--- config.mk ---
export PLATFORM = sky130hd
export DESIGN_NAME = breaker_failure_timing_logic
export DESIGN_NICKNAME = d
export VERILOG_FILES = /design/src/rtl/brk_fail_pkg.sv /design/src/rtl/ring_ifs.sv /design/src/rtl/event_ring.sv /design/src/rtl/record_ring.sv /design/src/rtl/breaker_failure_timing_logic.sv
export SDC_FILE = /design/constraint.sdc
export NUM_CORES = 2
export LEC_CHECK = 0
export CORE_MARGIN = 3
export CORE_UTILIZATION = 50
export CTS_CLUSTER_SIZE = 24
export DETAILED_ROUTE_END_ITERATION = 10
export DONT_BUFFER_PORTS = 1
export HOLD_SLACK_MARGIN = 0.12
export PLACE_DENSITY = 0.71
export SLEW_MARGIN = 10
export SYNTH_ARGS = -nofsm -noshare
export SYNTH_HDL_FRONTEND = slang
export SYNTH_HIERARCHICAL = 1
export SYNTH_SLANG_ARGS = --single-unit
--- constraint.sdc ---
create_clock -name hclk -period 10.8 [get_ports hclk]
set_input_delay 0.54 -clock hclk [delete_from_list [all_inputs] [get_ports hclk]]
set_output_delay 0.54 -clock hclk [all_outputs]
set_load 0.005 [all_outputs]
--- src/rtl/brk_fail_pkg.sv ---
// constants, register map and types of the breaker-failure timing block
package brk_fail_pkg;
  localparam int CLK_HZ = 25_000_000;
  localparam int PROG_CYCLE_US = 1000;
  localparam int TICK_CYCLES = (CLK_HZ / 1_000_000) * PROG_CYCLE_US;
  localparam int DELAY_STEP_MS = 5;
  localparam int RETRIP_DFLT_MS = 100;
  localparam int CBF_DFLT_MS = 200;
  localparam logic [18:0] RETRIP_DFLT_STEPS = 19'(RETRIP_DFLT_MS / DELAY_STEP_MS);
  localparam logic [18:0] CBF_DFLT_STEPS = 19'(CBF_DFLT_MS / DELAY_STEP_MS);
  localparam logic [21:0] STEP_MS = 22'(DELAY_STEP_MS);
  localparam logic [21:0] CNT_MAX = 22'h3f_ffff;
  localparam int EV_DEPTH = 16;
  localparam int REC_DEPTH = 12;
  localparam logic [15:0] EV_SEL_DFLT = 16'hffff;
  localparam logic [2:0] GROUP_DFLT = 3'h0;
  // register byte offsets
  localparam logic [7:0] OFS_CTRL = 8'h00;
  localparam logic [7:0] OFS_RETRIP_DLY = 8'h04;
  localparam logic [7:0] OFS_CBF_DLY = 8'h08;
  localparam logic [7:0] OFS_EV_SEL = 8'h0c;
  localparam logic [7:0] OFS_STATUS = 8'h10;
  localparam logic [7:0] OFS_TIME_MS = 8'h14;
  localparam logic [7:0] OFS_CNT_A = 8'h18;
  localparam logic [7:0] OFS_CNT_B = 8'h1c;
  localparam logic [7:0] OFS_CNT_CLR = 8'h20;
  localparam logic [7:0] OFS_EV_IDX = 8'h28;
  localparam logic [7:0] OFS_EV_TS = 8'h2c;
  localparam logic [7:0] OFS_EV_CODE = 8'h30;
  localparam logic [7:0] OFS_REC_IDX = 8'h34;
  localparam logic [7:0] OFS_REC_TS = 8'h38;
  localparam logic [7:0] OFS_REC_INFO = 8'h3c;
  localparam logic [7:0] OFS_REC_CUR = 8'h40;
  localparam logic [7:0] OFS_REC_TTR = 8'h44;
  localparam logic [7:0] OFS_REC_TTC = 8'h48;
  // event sources, also status bit positions
  localparam int SRC_START = 0;
  localparam int SRC_RETRIP = 1;
  localparam int SRC_CBF = 2;
  localparam int SRC_BLOCK = 3;
  localparam int SRC_MONITOR = 4;
  localparam int SRC_SIGNAL = 5;
  localparam int SRC_PHASE = 6;
  localparam int SRC_RES = 7;
  typedef enum logic [1:0] {CRIT_CURRENT, CRIT_CUR_AND_OUT, CRIT_CUR_OR_OUT, CRIT_INPUT} crit_t;
  typedef struct packed {
    logic [31:0] ts;
    logic [2:0] src;
    logic on;
  } ev_t;
  typedef struct packed {
    logic [31:0] ts;
    logic [2:0] src;
    logic [2:0] group;
    logic [15:0] max_phase;
    logic [15:0] residual;
    logic [21:0] to_retrip;
    logic [21:0] to_cbf;
  } rec_t;
endpackage

--- src/rtl/ring_ifs.sv ---
// carriers between the timing logic and its two ring logs
`timescale 1ns/1ps
interface ev_if;
  import brk_fail_pkg::*;
  logic wr;
  ev_t wdata;
  logic [3:0] rd_idx;
  ev_t rdata;
  logic [4:0] fill;
  modport writer(output wr, output wdata, output rd_idx, input rdata, input fill);
  modport ring(input wr, input wdata, input rd_idx, output rdata, output fill);
endinterface

interface rec_if;
  import brk_fail_pkg::*;
  logic wr;
  rec_t wdata;
  logic [3:0] rd_idx;
  rec_t rdata;
  logic [4:0] fill;
  modport writer(output wr, output wdata, output rd_idx, input rdata, input fill);
  modport ring(input wr, input wdata, input rd_idx, output rdata, output fill);
endinterface

--- src/rtl/event_ring.sv ---
// circular store of filtered time-stamped events, index 0 is the newest
`timescale 1ns/1ps
module event_ring (
  input wire logic hclk,
  input wire logic hresetn,
  ev_if.ring port_if
);
  import brk_fail_pkg::*;
  typedef struct packed {
    ev_t [EV_DEPTH-1:0] mem;
    logic [3:0] wp;
    logic [4:0] fill;
  } ev_ring_state_t;
  ev_ring_state_t s_r;
  ev_ring_state_t s_nxt;
  logic [3:0] slot;

  always_comb begin
    s_nxt = s_r;
    if (port_if.wr) begin
      s_nxt.mem[s_r.wp] = port_if.wdata;
      s_nxt.wp = s_r.wp + 4'h1;
      if (s_r.fill != 5'(EV_DEPTH)) begin
        s_nxt.fill = s_r.fill + 5'h1;
      end
    end
  end

  // depth is a power of two, so the pointer wraps by itself
  assign slot = s_r.wp - 4'h1 - port_if.rd_idx;
  assign port_if.rdata = ({1'b0, port_if.rd_idx} < s_r.fill) ? s_r.mem[slot] : '0;
  assign port_if.fill = s_r.fill;

  always_ff @(posedge hclk or negedge hresetn) begin
    if (!hresetn) begin
      s_r <= '0;
    end else begin
      s_r <= s_nxt;
    end
  end
endmodule

--- src/rtl/record_ring.sv ---
// twelve-deep operation record log, newest overwrites oldest
`timescale 1ns/1ps
module record_ring (
  input wire logic hclk,
  input wire logic hresetn,
  rec_if.ring port_if
);
  import brk_fail_pkg::*;
  typedef struct packed {
    rec_t [REC_DEPTH-1:0] mem;
    logic [3:0] wp;
    logic [4:0] fill;
  } rec_ring_state_t;
  rec_ring_state_t s_r;
  rec_ring_state_t s_nxt;
  logic [4:0] slot;

  always_comb begin
    s_nxt = s_r;
    if (port_if.wr) begin
      s_nxt.mem[s_r.wp] = port_if.wdata;
      s_nxt.wp = (s_r.wp == 4'(REC_DEPTH - 1)) ? 4'h0 : s_r.wp + 4'h1;
      if (s_r.fill != 5'(REC_DEPTH)) begin
        s_nxt.fill = s_r.fill + 5'h1;
      end
    end
  end

  // depth is not a power of two: wrap the read slot by hand
  always_comb begin
    slot = 5'(REC_DEPTH) + {1'b0, s_r.wp} - 5'h1 - {1'b0, port_if.rd_idx};
    if (slot >= 5'(REC_DEPTH)) begin
      slot = slot - 5'(REC_DEPTH);
    end
  end
  assign port_if.rdata = ({1'b0, port_if.rd_idx} < s_r.fill) ? s_r.mem[slot[3:0]] : '0;
  assign port_if.fill = s_r.fill;

  always_ff @(posedge hclk or negedge hresetn) begin
    if (!hresetn) begin
      s_r <= '0;
    end else begin
      s_r <= s_nxt;
    end
  end
endmodule

--- src/rtl/breaker_failure_timing_logic.sv ---
// breaker-failure supervision: criteria, delay timing, events, counters, records, bus slave
//
// The AHB-Lite slave port and the address map were decided locally.
`timescale 1ns/1ps
// Operation
// - current criterion starts on phase or residual
// - current criterion trips after delay while over
// - current criterion clears when both currents drop
// - and-criterion halts counter until primary trip
// - and-criterion counts with trip and current
// - and-criterion resets on current or trip drop
// - or-criterion counts on current or trip
// - or-criterion trips if either holds whole delay
// - or-criterion resets only when both inactive
// - input criterion counts and trips on input
// - separate on and off events per status
// - per-source selection of on, off, both
// - every stored event carries a time stamp
// - clearable retrip, failure, start, blocked counters
// - twelve newest records, oldest overwritten
// - record captured on start, retrip, failure, blocked on events
// - record holds time, event, currents, remaining, group
// - blocking raises blocked, releases running start
// - one pick-up drives retrip and failure timers
// - delays in 5 ms steps, defaults 100/200 ms
module breaker_failure_timing_logic #(
  parameter int TICK_CYCLES_P = brk_fail_pkg::TICK_CYCLES
) (
  input wire logic hclk,
  input wire logic hresetn,
  input wire logic hsel,
  input wire logic [31:0] haddr,
  input wire logic [1:0] htrans,
  input wire logic hwrite,
  input wire logic [2:0] hsize,
  input wire logic [31:0] hwdata,
  input wire logic hready,
  output logic [31:0] hrdata,
  output logic hreadyout,
  output logic hresp,
  input wire logic phase_over,
  input wire logic residual_over,
  input wire logic primary_trip,
  input wire logic digital_in,
  input wire logic block_in,
  input wire logic [15:0] max_phase_current,
  input wire logic [15:0] residual_current,
  output logic start_output,
  output logic retrip_output,
  output logic breaker_failure_output,
  output logic blocked_output
);
  import brk_fail_pkg::*;

  typedef struct packed {
    logic [1:0] crit;
    logic retrip_en;
    logic [2:0] group;
    logic [18:0] retrip_steps;
    logic [18:0] cbf_steps;
    logic [15:0] ev_sel;
    logic [31:0] tick_cnt;
    logic [31:0] ts_ms;
    logic [21:0] cnt_ms;
    logic [7:0] status;
    logic [7:0] prev;
    logic [7:0] pend_on;
    logic [7:0] pend_off;
    logic [15:0] cnt_retrip;
    logic [15:0] cnt_cbf;
    logic [15:0] cnt_start;
    logic [15:0] cnt_blocked;
    logic [3:0] ev_idx;
    logic [3:0] rec_idx;
    logic dp_wr;
    logic dp_rd;
    logic [7:0] dp_addr;
    logic [31:0] rdata;
    logic ready;
    logic resp;
  } top_state_t;

  top_state_t s_r;
  top_state_t s_nxt;
  ev_if ev_bus();
  rec_if rec_bus();

  function automatic logic [21:0] delay_ms(input logic [18:0] steps);
    delay_ms = 22'(steps) * STEP_MS;
  endfunction

  function automatic logic [21:0] remaining(input logic [18:0] steps, input logic [21:0] cnt);
    logic [21:0] lim;
    lim = delay_ms(steps);
    remaining = (cnt >= lim) ? 22'h0 : lim - cnt;
  endfunction

  function automatic logic [15:0] bump(input logic [15:0] c, input logic hit, input logic clr);
    // an occurrence in the clearing cycle survives as a count of one
    if (clr) begin
      bump = hit ? 16'h0001 : 16'h0000;
    end else if (hit && c != 16'hffff) begin
      bump = c + 16'h0001;
    end else begin
      bump = c;
    end
  endfunction

  logic tick;
  logic cur_over;
  logic run;
  logic timing;
  logic [7:0] rise;
  logic [7:0] fall;
  logic [7:0] pend_any;
  logic [2:0] src;
  logic found;
  logic serve_on;
  logic [3:0] clr;
  logic acc;

  always_comb begin
    s_nxt = s_r;
    tick = 1'b0;
    cur_over = 1'b0;
    run = 1'b0;
    timing = 1'b0;
    rise = 8'h00;
    fall = 8'h00;
    pend_any = 8'h00;
    src = 3'h0;
    found = 1'b0;
    serve_on = 1'b0;
    clr = 4'h0;
    acc = 1'b0;
    ev_bus.wr = 1'b0;
    ev_bus.wdata = '0;
    rec_bus.wr = 1'b0;
    rec_bus.wdata = '0;

    // program-cycle tick and millisecond time base
    tick = (s_r.tick_cnt >= 32'(TICK_CYCLES_P - 1));
    s_nxt.tick_cnt = tick ? 32'h0 : s_r.tick_cnt + 32'h1;
    if (tick) begin
      s_nxt.ts_ms = s_r.ts_ms + 32'h1;
    end

    // start criterion selects the running condition
    cur_over = phase_over | residual_over;
    case (crit_t'(s_r.crit))
      CRIT_CURRENT: begin
        run = cur_over;
      end
      CRIT_CUR_AND_OUT: begin
        // over current without trip holds the count at zero
        run = cur_over & primary_trip;
      end
      CRIT_CUR_OR_OUT: begin
        run = cur_over | primary_trip;
      end
      CRIT_INPUT: begin
        run = digital_in;
      end
      default: begin
        run = 1'b0;
      end
    endcase

    // blocking stops timing and releases a start in progress
    timing = run & ~block_in;
    if (!timing) begin
      s_nxt.cnt_ms = 22'h0;
    end else if (tick && s_r.cnt_ms != CNT_MAX) begin
      s_nxt.cnt_ms = s_r.cnt_ms + 22'h1;
    end

    // one shared counter serves both delays
    s_nxt.status[SRC_START] = timing;
    s_nxt.status[SRC_RETRIP] = timing & s_r.retrip_en
      & (s_nxt.cnt_ms >= delay_ms(s_r.retrip_steps));
    s_nxt.status[SRC_CBF] = timing
      & (s_nxt.cnt_ms >= delay_ms(s_r.cbf_steps));
    s_nxt.status[SRC_BLOCK] = run & block_in;
    s_nxt.status[SRC_MONITOR] = primary_trip;
    s_nxt.status[SRC_SIGNAL] = digital_in;
    s_nxt.status[SRC_PHASE] = phase_over;
    s_nxt.status[SRC_RES] = residual_over;

    // edge detection feeds pending on and off events
    s_nxt.prev = s_r.status;
    rise = s_r.status & ~s_r.prev;
    fall = ~s_r.status & s_r.prev;
    pend_any = s_r.pend_on | s_r.pend_off;
    for (int i = 7; i >= 0; i--) begin
      if (pend_any[i]) begin
        src = 3'(i);
        found = 1'b1;
      end
    end
    serve_on = found & s_r.pend_on[src];
    if (found) begin
      if (serve_on) begin
        s_nxt.pend_on[src] = 1'b0;
      end else begin
        s_nxt.pend_off[src] = 1'b0;
      end
      // filter picks which directions reach the event store
      ev_bus.wr = serve_on ? s_r.ev_sel[2*src] : s_r.ev_sel[2*src+1];
      ev_bus.wdata.ts = s_r.ts_ms;
      ev_bus.wdata.src = src;
      ev_bus.wdata.on = serve_on;
      rec_bus.wr = serve_on && (src <= 3'(SRC_BLOCK));
      rec_bus.wdata.ts = s_r.ts_ms;
      rec_bus.wdata.src = src;
      rec_bus.wdata.group = s_r.group;
      rec_bus.wdata.max_phase = max_phase_current;
      rec_bus.wdata.residual = residual_current;
      rec_bus.wdata.to_retrip = remaining(s_r.retrip_steps, s_r.cnt_ms);
      rec_bus.wdata.to_cbf = remaining(s_r.cbf_steps, s_r.cnt_ms);
    end
    // a new edge wins over the service that drops its bit
    s_nxt.pend_on = s_nxt.pend_on | rise;
    s_nxt.pend_off = s_nxt.pend_off | fall;

    // bus write data phase
    if (s_r.dp_wr) begin
      case (s_r.dp_addr)
        OFS_CTRL: begin
          s_nxt.crit = hwdata[1:0];
          s_nxt.retrip_en = hwdata[2];
          s_nxt.group = hwdata[6:4];
        end
        OFS_RETRIP_DLY: begin
          s_nxt.retrip_steps = hwdata[18:0];
        end
        OFS_CBF_DLY: begin
          s_nxt.cbf_steps = hwdata[18:0];
        end
        OFS_EV_SEL: begin
          s_nxt.ev_sel = hwdata[15:0];
        end
        OFS_TIME_MS: begin
          s_nxt.ts_ms = hwdata; // software setting wins over the tick
        end
        OFS_CNT_CLR: begin
          clr = hwdata[3:0];
        end
        OFS_EV_IDX: begin
          s_nxt.ev_idx = hwdata[3:0];
        end
        OFS_REC_IDX: begin
          s_nxt.rec_idx = hwdata[3:0];
        end
        default: begin
        end
      endcase
    end

    s_nxt.cnt_retrip = bump(s_r.cnt_retrip, rise[SRC_RETRIP], clr[0]);
    s_nxt.cnt_cbf = bump(s_r.cnt_cbf, rise[SRC_CBF], clr[1]);
    s_nxt.cnt_start = bump(s_r.cnt_start, rise[SRC_START], clr[2]);
    s_nxt.cnt_blocked = bump(s_r.cnt_blocked, rise[SRC_BLOCK], clr[3]);

    // reads take one wait state so a just-written index is seen
    acc = hsel & hready & htrans[1];
    s_nxt.dp_wr = acc & hwrite;
    s_nxt.dp_rd = acc & ~hwrite;
    if (acc) begin
      s_nxt.dp_addr = haddr[7:0];
    end
    if (acc && !hwrite) begin
      s_nxt.ready = 1'b0;
    end
    if (s_r.dp_rd) begin
      s_nxt.ready = 1'b1;
      case (s_r.dp_addr)
        OFS_CTRL: s_nxt.rdata = {25'h0, s_r.group, 1'b0, s_r.retrip_en, s_r.crit};
        OFS_RETRIP_DLY: s_nxt.rdata = {13'h0, s_r.retrip_steps};
        OFS_CBF_DLY: s_nxt.rdata = {13'h0, s_r.cbf_steps};
        OFS_EV_SEL: s_nxt.rdata = {16'h0, s_r.ev_sel};
        OFS_STATUS: s_nxt.rdata = {2'h0, s_r.cnt_ms, s_r.status};
        OFS_TIME_MS: s_nxt.rdata = s_r.ts_ms;
        OFS_CNT_A: s_nxt.rdata = {s_r.cnt_cbf, s_r.cnt_retrip};
        OFS_CNT_B: s_nxt.rdata = {s_r.cnt_blocked, s_r.cnt_start};
        OFS_EV_IDX: s_nxt.rdata = {28'h0, s_r.ev_idx};
        OFS_EV_TS: s_nxt.rdata = ev_bus.rdata.ts;
        OFS_EV_CODE: begin
          s_nxt.rdata = {19'h0, ev_bus.fill, 4'h0, ev_bus.rdata.src, ev_bus.rdata.on};
        end
        OFS_REC_IDX: s_nxt.rdata = {23'h0, rec_bus.fill, s_r.rec_idx};
        OFS_REC_TS: s_nxt.rdata = rec_bus.rdata.ts;
        OFS_REC_INFO: s_nxt.rdata = {25'h0, rec_bus.rdata.group, 1'b0, rec_bus.rdata.src};
        OFS_REC_CUR: s_nxt.rdata = {rec_bus.rdata.max_phase, rec_bus.rdata.residual};
        OFS_REC_TTR: s_nxt.rdata = {10'h0, rec_bus.rdata.to_retrip};
        OFS_REC_TTC: s_nxt.rdata = {10'h0, rec_bus.rdata.to_cbf};
        default: s_nxt.rdata = 32'h0000_0000;
      endcase
    end
    s_nxt.resp = 1'b0;
  end

  assign ev_bus.rd_idx = s_r.ev_idx;
  assign rec_bus.rd_idx = s_r.rec_idx;

  event_ring u_event_ring (
    .hclk(hclk),
    .hresetn(hresetn),
    .port_if(ev_bus.ring)
  );

  record_ring u_record_ring (
    .hclk(hclk),
    .hresetn(hresetn),
    .port_if(rec_bus.ring)
  );

  always_ff @(posedge hclk or negedge hresetn) begin
    if (!hresetn) begin
      s_r <= '0;
      s_r.crit <= CRIT_CURRENT;
      s_r.retrip_en <= 1'b1;
      s_r.group <= GROUP_DFLT;
      s_r.retrip_steps <= RETRIP_DFLT_STEPS;
      s_r.cbf_steps <= CBF_DFLT_STEPS;
      s_r.ev_sel <= EV_SEL_DFLT;
      s_r.ready <= 1'b1;
    end else begin
      s_r <= s_nxt;
    end
  end

  assign hrdata = s_r.rdata;
  assign hreadyout = s_r.ready;
  assign hresp = s_r.resp;
  assign start_output = s_r.status[SRC_START];
  assign retrip_output = s_r.status[SRC_RETRIP];
  assign breaker_failure_output = s_r.status[SRC_CBF];
  assign blocked_output = s_r.status[SRC_BLOCK];
endmodule

## Word-level counts from Yosys, hierarchy flattened

Index checks and enable logic that the tools add are counted.

| storage, ports and cells | value |
|---|---|
| register bits | 2255 |
| input bits | 111 |
| output and inout port bits | 38 |

| operators by class | value |
|---|---|
| add/subtract/negate cells | 20 |
| $mul | 2 |
| $lt $le $gt $ge | 19 |
| equality and inequality tests | 28 |
| multiplexer cells | 72 |
| bitwise operators | 25 |
| reductions and logical operators | 26 |

Operator list:

| operator | number |
|---|---|
| bitwise mux 1368 bit | 1 |
| bitwise mux 576 bit | 1 |
| case mux 32 bit (17 select lines) | 1 |
| binary-select mux 114 bit (select 4 bit) | 1 |
| demux 114 bit (select 4 bit) | 1 |
| 2-to-1 mux 114 bit | 4 |
| binary-select mux 36 bit (select 4 bit) | 1 |
| demux 36 bit (select 4 bit) | 1 |
| 2-to-1 mux 16 bit | 9 |
| 2-to-1 mux 36 bit | 4 |
| 2-to-1 mux 32 bit | 4 |
| greater-or-equal comparator 22 bit | 4 |
| 2-to-1 mux 22 bit | 4 |
| adder 16 x 1 -> 16 bit, second input constant | 4 |
| adder 32 x 1 -> 32 bit, second input constant | 2 |
| inequality test 16 bit, second input constant | 4 |
| == test 8 x 6 -> 1 bit, second input constant | 7 |
| multiplier 19 x 3 -> 22 bit, second input constant | 2 |
| subtractor 22 bit | 2 |
| bitwise AND 8 bit | 4 |
| == test 8 x 5 -> 1 bit, second input constant | 4 |
| greater-or-equal comparator 32 x 15 -> 1 bit, second input constant | 1 |
| < comparator 4 x 5 -> 1 bit, second input constant | 5 |
| == test 8 x 7 -> 1 bit, second input constant | 3 |
| 44 further kinds | 118 |

## Logic depth before layout (Yosys ltp)

| logic depth | value |
|---|---|
| word-level depth | 18 |
| gate-level depth with buffers | 24 |
| gate-level depth less buffers | 22 |

## Modules after synthesis

The synthesis kept the hierarchy.

Modules (own cells, without submodules):

| module | instances | cells an instance | area an instance (um^2) |
|---|---|---|---|
| record_ring | 1 | 3814 | 61993.2 |
| event_ring | 1 | 2116 | 27804.2 |
| breaker_failure_timing_logic | 1 | 2376 | 20962.6 |

## Worst setup path before layout

OpenSTA, ideal clock, no wires.

| timing | value |
|---|---|
| path kind | register to register |
| start point | register s_r[251] (netlist name) |
| end point | register u_record_ring/s_r[139] (netlist bit) |
| data arrival time | 4.927 ns |
| setup slack | 5.808 ns |
| stages on the path, launching flop included | 23 |
| path buffers | 3 |
| period minus slack after synthesis | 4.992 ns |
| cells stage by stage | dfrtp_1 -> ha_1 -> ha_1 -> inv_1 -> fa_1 -> nor2b_1 -> o31a_1 -> o41ai_2 -> o2111ai_1 -> nand2_1 -> o21ai_1 -> mux2_2 -> a2111o_1 -> ha_1 -> clkbuf_1 -> and2_1 -> o21ai_0 -> a31oi_1 -> o211ai_1 -> clkbuf_1 -> nor3_1 -> clkbuf_1 -> mux2_2 |

RTL lines:

| what | RTL line | text |
|---|---|---|
| to (signal assigned) | record_ring.sv:43 | `s_r <= s_nxt;` |
| to (decl) | record_ring.sv:14 | `rec_ring_state_t s_r;` |

==> results.md <==
* Status: complete, no violations
* Cells after Synth at 8,306
* Initial core utilization at 0.5036
* Mean Syn Cell Area at 13.33 um^2
* Pleak at about 54 nW
* Final #Nets at 8,309
* Crit path required time at 11.58 ns
* Grt ovf at 0
* Area of the multi-input gates at ~51,000 um^2
* DRT antenna net count at 0
* Core Footprint at around 220,000 um^2
* Synth warnings at 6
* Final core occ at 0.5520
* Synth Register Bits at 2,255
* CTS Buf Count at approximately 230
* Die Area at between 200,000 and 250,000 um^2
* CTS sink cnt at around 2,300
* Number of global-route vias before repair at ~74,000
* Root buf cell: clkbuf_16
* Routed wire length at about 330,000 um
* Largest net degree at the start of global routing at 234
* TNS Setup at 0 ns
* Hold Fails Final Rpt at 0
* Critical R2R Launch: u_record_ring/s_r[8]
* Worst skew pair latency at ~0.9 ns
* Post-CTS Setup Bufs at 0
* CP arrival at between 7 and 8 ns
* Maximum VDD drop at 0.3471 mV
* DR pass1 iterations at 9
* Max cap viols at 0
* IO buf count at 0
* RSZ-0062 raised after global routing: no
* HPWL Detailed at between 150,000 and 200,000 um
* IO Pins at roughly 150
* All-Layer GR Usage at 0.2821
* H-tree depth at 4
* Max Buffers Root-to-Sink at 3
* Crit end category: flip-flop
* # DRC at 0
* Final Cycle Share at 0.6027
* Critical-path cell list: inv_1 -> ha_1 -> inv_1 -> ha_1 -> xnor2_1 -> inv_1 -> ha_1 -> or3b_1 -> nor4b_2 -> o21a_4 -> mux2i_4 -> buf_4 -> buf_4 -> a221o_1 -> a22oi_1 -> nand2_1 -> a221oi_1 -> a41o_1 -> o21ai_0
* Slew margin rel. at 0.1616
* First-pass GRT wire length at around 480,000 um
* Final setup viols at 0
* DR iter-0 viols at about 7,400
* Die height at 476.7 um
* Area growth from synthesis to layout at 9.618%
* Die W at 476.7 um
* Final min period at approximately 6.5 ns
* Post-synthesis async set-or-reset flop share at 1.000
* Total Power at between 30 and 40 mW
* Post-synth EDFFs at 0
* CP Max Fanout at 43
* Fmax at 153.6 MHz
* Critical path class: reg -> reg
* Hold crit path type: in -> async
* Most used flip-flop cell after synthesis: dfrtp_1
* Max-slew violation count at 0
* Worst-Margin Slew at 1.258 ns
* Row cnt at 172
* Crit. Startpoint: u_record_ring/s_r[8]
* Skew final at roughly 0.063 ns
* Pwr/cell area at between 300 and 400 nW/um^2
* Drt via density at 6.454
* Initial antenna violation count at 35
* CTS tree: yes
* Non-Filler Instances at between 10,000 and 15,000
* Hold slack final at 0.2130 ns
* Total vias in the final route at between 70,000 and 80,000
* Critical path's slowest cell: buf_4
* Crit start category: flip-flop
* Mapped Area at approximately 110,000 um^2
* GPL Wtd Cong at 1.024
* Post-Place Cells at around 11,000
* Fraction of layout cells with a size suffix above 1 at 0.3541
* Wirelength per Cell at approximately 30 um
* CTS clk-pin slew, worst paths at roughly 0.06 ns
* Count of different cell masters after synthesis at approximately 110
* Post-synthesis sequential area ratio at 0.5097
* Reg area at 56,460 um^2
* Crit-path max cell delay at approximately 0.8 ns
* # fillers at between 15,000 and 20,000
==> sequential cells by signal, indices dropped and copies added, names as in the netlist, 5 cells and up <==
signal	count
u_record_ring/s_r	1372
u_record_ring/port_if.fill	5
hrdata	32
u_event_ring/port_if.fill	5
s_r	244
u_event_ring/s_r	580
==> kinds of logic after synthesis <==
| kind of cell | share of synthesized area |
|---|---|
| fa+ha+maj | 0.02277 |
| simple gates | 0.06746 |
| other cells | 0.00003386 |
| xor+xnor | 0.01469 |
| compound gates | 0.05046 |
| flops | 0.5097 |
| buf+inv | 0.03467 |
| mux | 0.3002 |
==> synthesized netlist by cell type, types with 12 or more instances <==
cell type | instances | area (um^2)
mux2i_1 | 302 | 3023
xor2_1 | 79 | 691.9
dfrtp_1 | 2233 | 55880
a211oi_1 | 15 | 112.6
ha_1 | 192 | 2402
a221oi_1 | 31 | 271.5
buf_1 | 68 | 255.2
a221o_1 | 114 | 1141
buf_4 | 74 | 555.5
nor3_1 | 47 | 235.2
and3_1 | 39 | 244.0
or3_1 | 20 | 125.1
xnor2_1 | 103 | 902.1
nor2_1 | 242 | 908.4
a222oi_1 | 20 | 200.2
clkbuf_1 | 471 | 1768
a21o_1 | 40 | 300.3
nand2b_1 | 21 | 131.4
mux2_2 | 1947 | 21920
and2_1 | 69 | 431.7
and4_1 | 15 | 131.4
mux2_1 | 52 | 585.6
dfstp_2 | 22 | 578.1
nand2_1 | 197 | 739.5
a21oi_1 | 87 | 435.4
nor2b_1 | 22 | 137.6
a22oi_1 | 89 | 668.1
o22ai_1 | 63 | 394.1
nor4b_1 | 114 | 998.5
a22o_1 | 25 | 219.0
buf_2 | 104 | 520.5
nand3_1 | 382 | 1912
a31oi_1 | 19 | 118.9
o21bai_1 | 12 | 90.09
nor4_1 | 18 | 112.6
inv_1 | 173 | 649.4
o21a_1 | 17 | 127.6
o21ai_0 | 137 | 685.7
mux4_2 | 342 | 7702
nand4_1 | 122 | 763.2
==> layer usage <==
layer / GRT usage / vias up / part of all wire
li1: - / 30090 / -
met1: 0.3756 / 38160 / 0.41
met2: 0.4342 / 2872 / 0.45
met3: 0.06706 / 856 / 0.081
met4: 0.1412 / 30 / 0.057
met5: 0 / - / 0.00057
==> per-stage QoR <==
step	instance area (um^2)	setup slack (ns)
finish	121400	4.291
global route	121400	4.025
CTS	121200	4.402
detailed placement	113200	4.423
global placement	113200	4.598
floorplan	110800	5.808
==> layout by cell type (no fill, tap or decap), drive strengths merged, types with 49 or more instances in the layout <==
master / instances
nand2: 197
nand4: 127
a22oi: 89
o22ai: 63
a221o: 114
ha: 192
nor3: 49
dfrtp: 2233
nor2: 242
and2: 70
o21ai: 141
nand3: 388
mux2: 1999
clkbuf: 340
mux2i: 303
xor2: 80
mux4: 342
inv: 185
buf: 126
nor4b: 116
xnor2: 104
a21oi: 88
==> timing repair <==
| action | 4_1_cts | 5_1_grt |
|---|---|---|
| resized for setup | 0 | 0 |
| hold buffers | 49 | 0 |
| endpoints found under the hold margin | 384 | 0 |
==> path summary, 6_finish.rpt <==
| kind | slack (ns) | cells past startpoint | end |
|---|---|---|---|
| setup / recovery | 4.29 | 19 | hrdata[10] |
| hold / removal | 0.21 | 3 | u_event_ring/s_r[397] |
| setup reg to reg | 4.29 | 19 | hrdata[10] |
| hold reg to reg | 0.46 | 1 | s_r[131] |
| max in group asynchronous | 5.43 | 10 | u_record_ring/s_r[387] |
| min in group hclk | 0.21 | 2 | u_record_ring/s_r[538] |
==> cell type report <==
class,count,area share
Timing Repair Buffer,173,0.01579
Sequential cell,2255,0.4650
Inverter,175,0.005472
Tap cell,2958,0.03048
Clock buffer,340,0.05498
Antenna cell,16,0.0003298
Clock inverter,73,0.007306
Multi-Input combinational cell,5169,0.4206
==> worst max-delay path, delay by kind of cell (launching register included) <==
family | cells | cell delay [ns]
and+or+nand+nor | 3 | 0.91
xor gates and xnor gates | 1 | 0.31
muxes | 1 | 0.29
AOI/OAI and AO/OA | 6 | 1.52
adders and majority gates | 3 | 0.82
buffers and inverters | 5 | 1.89
DFF | 1 | 0.59
==> where the power goes <==
part,switching [mW],internal (mW)
clock network,3.40,4.57
logic,8.68,7.14
registers,1.89,11.9
total,14.0,23.6
No activity file was read; power rests on OpenSTA's default activity.
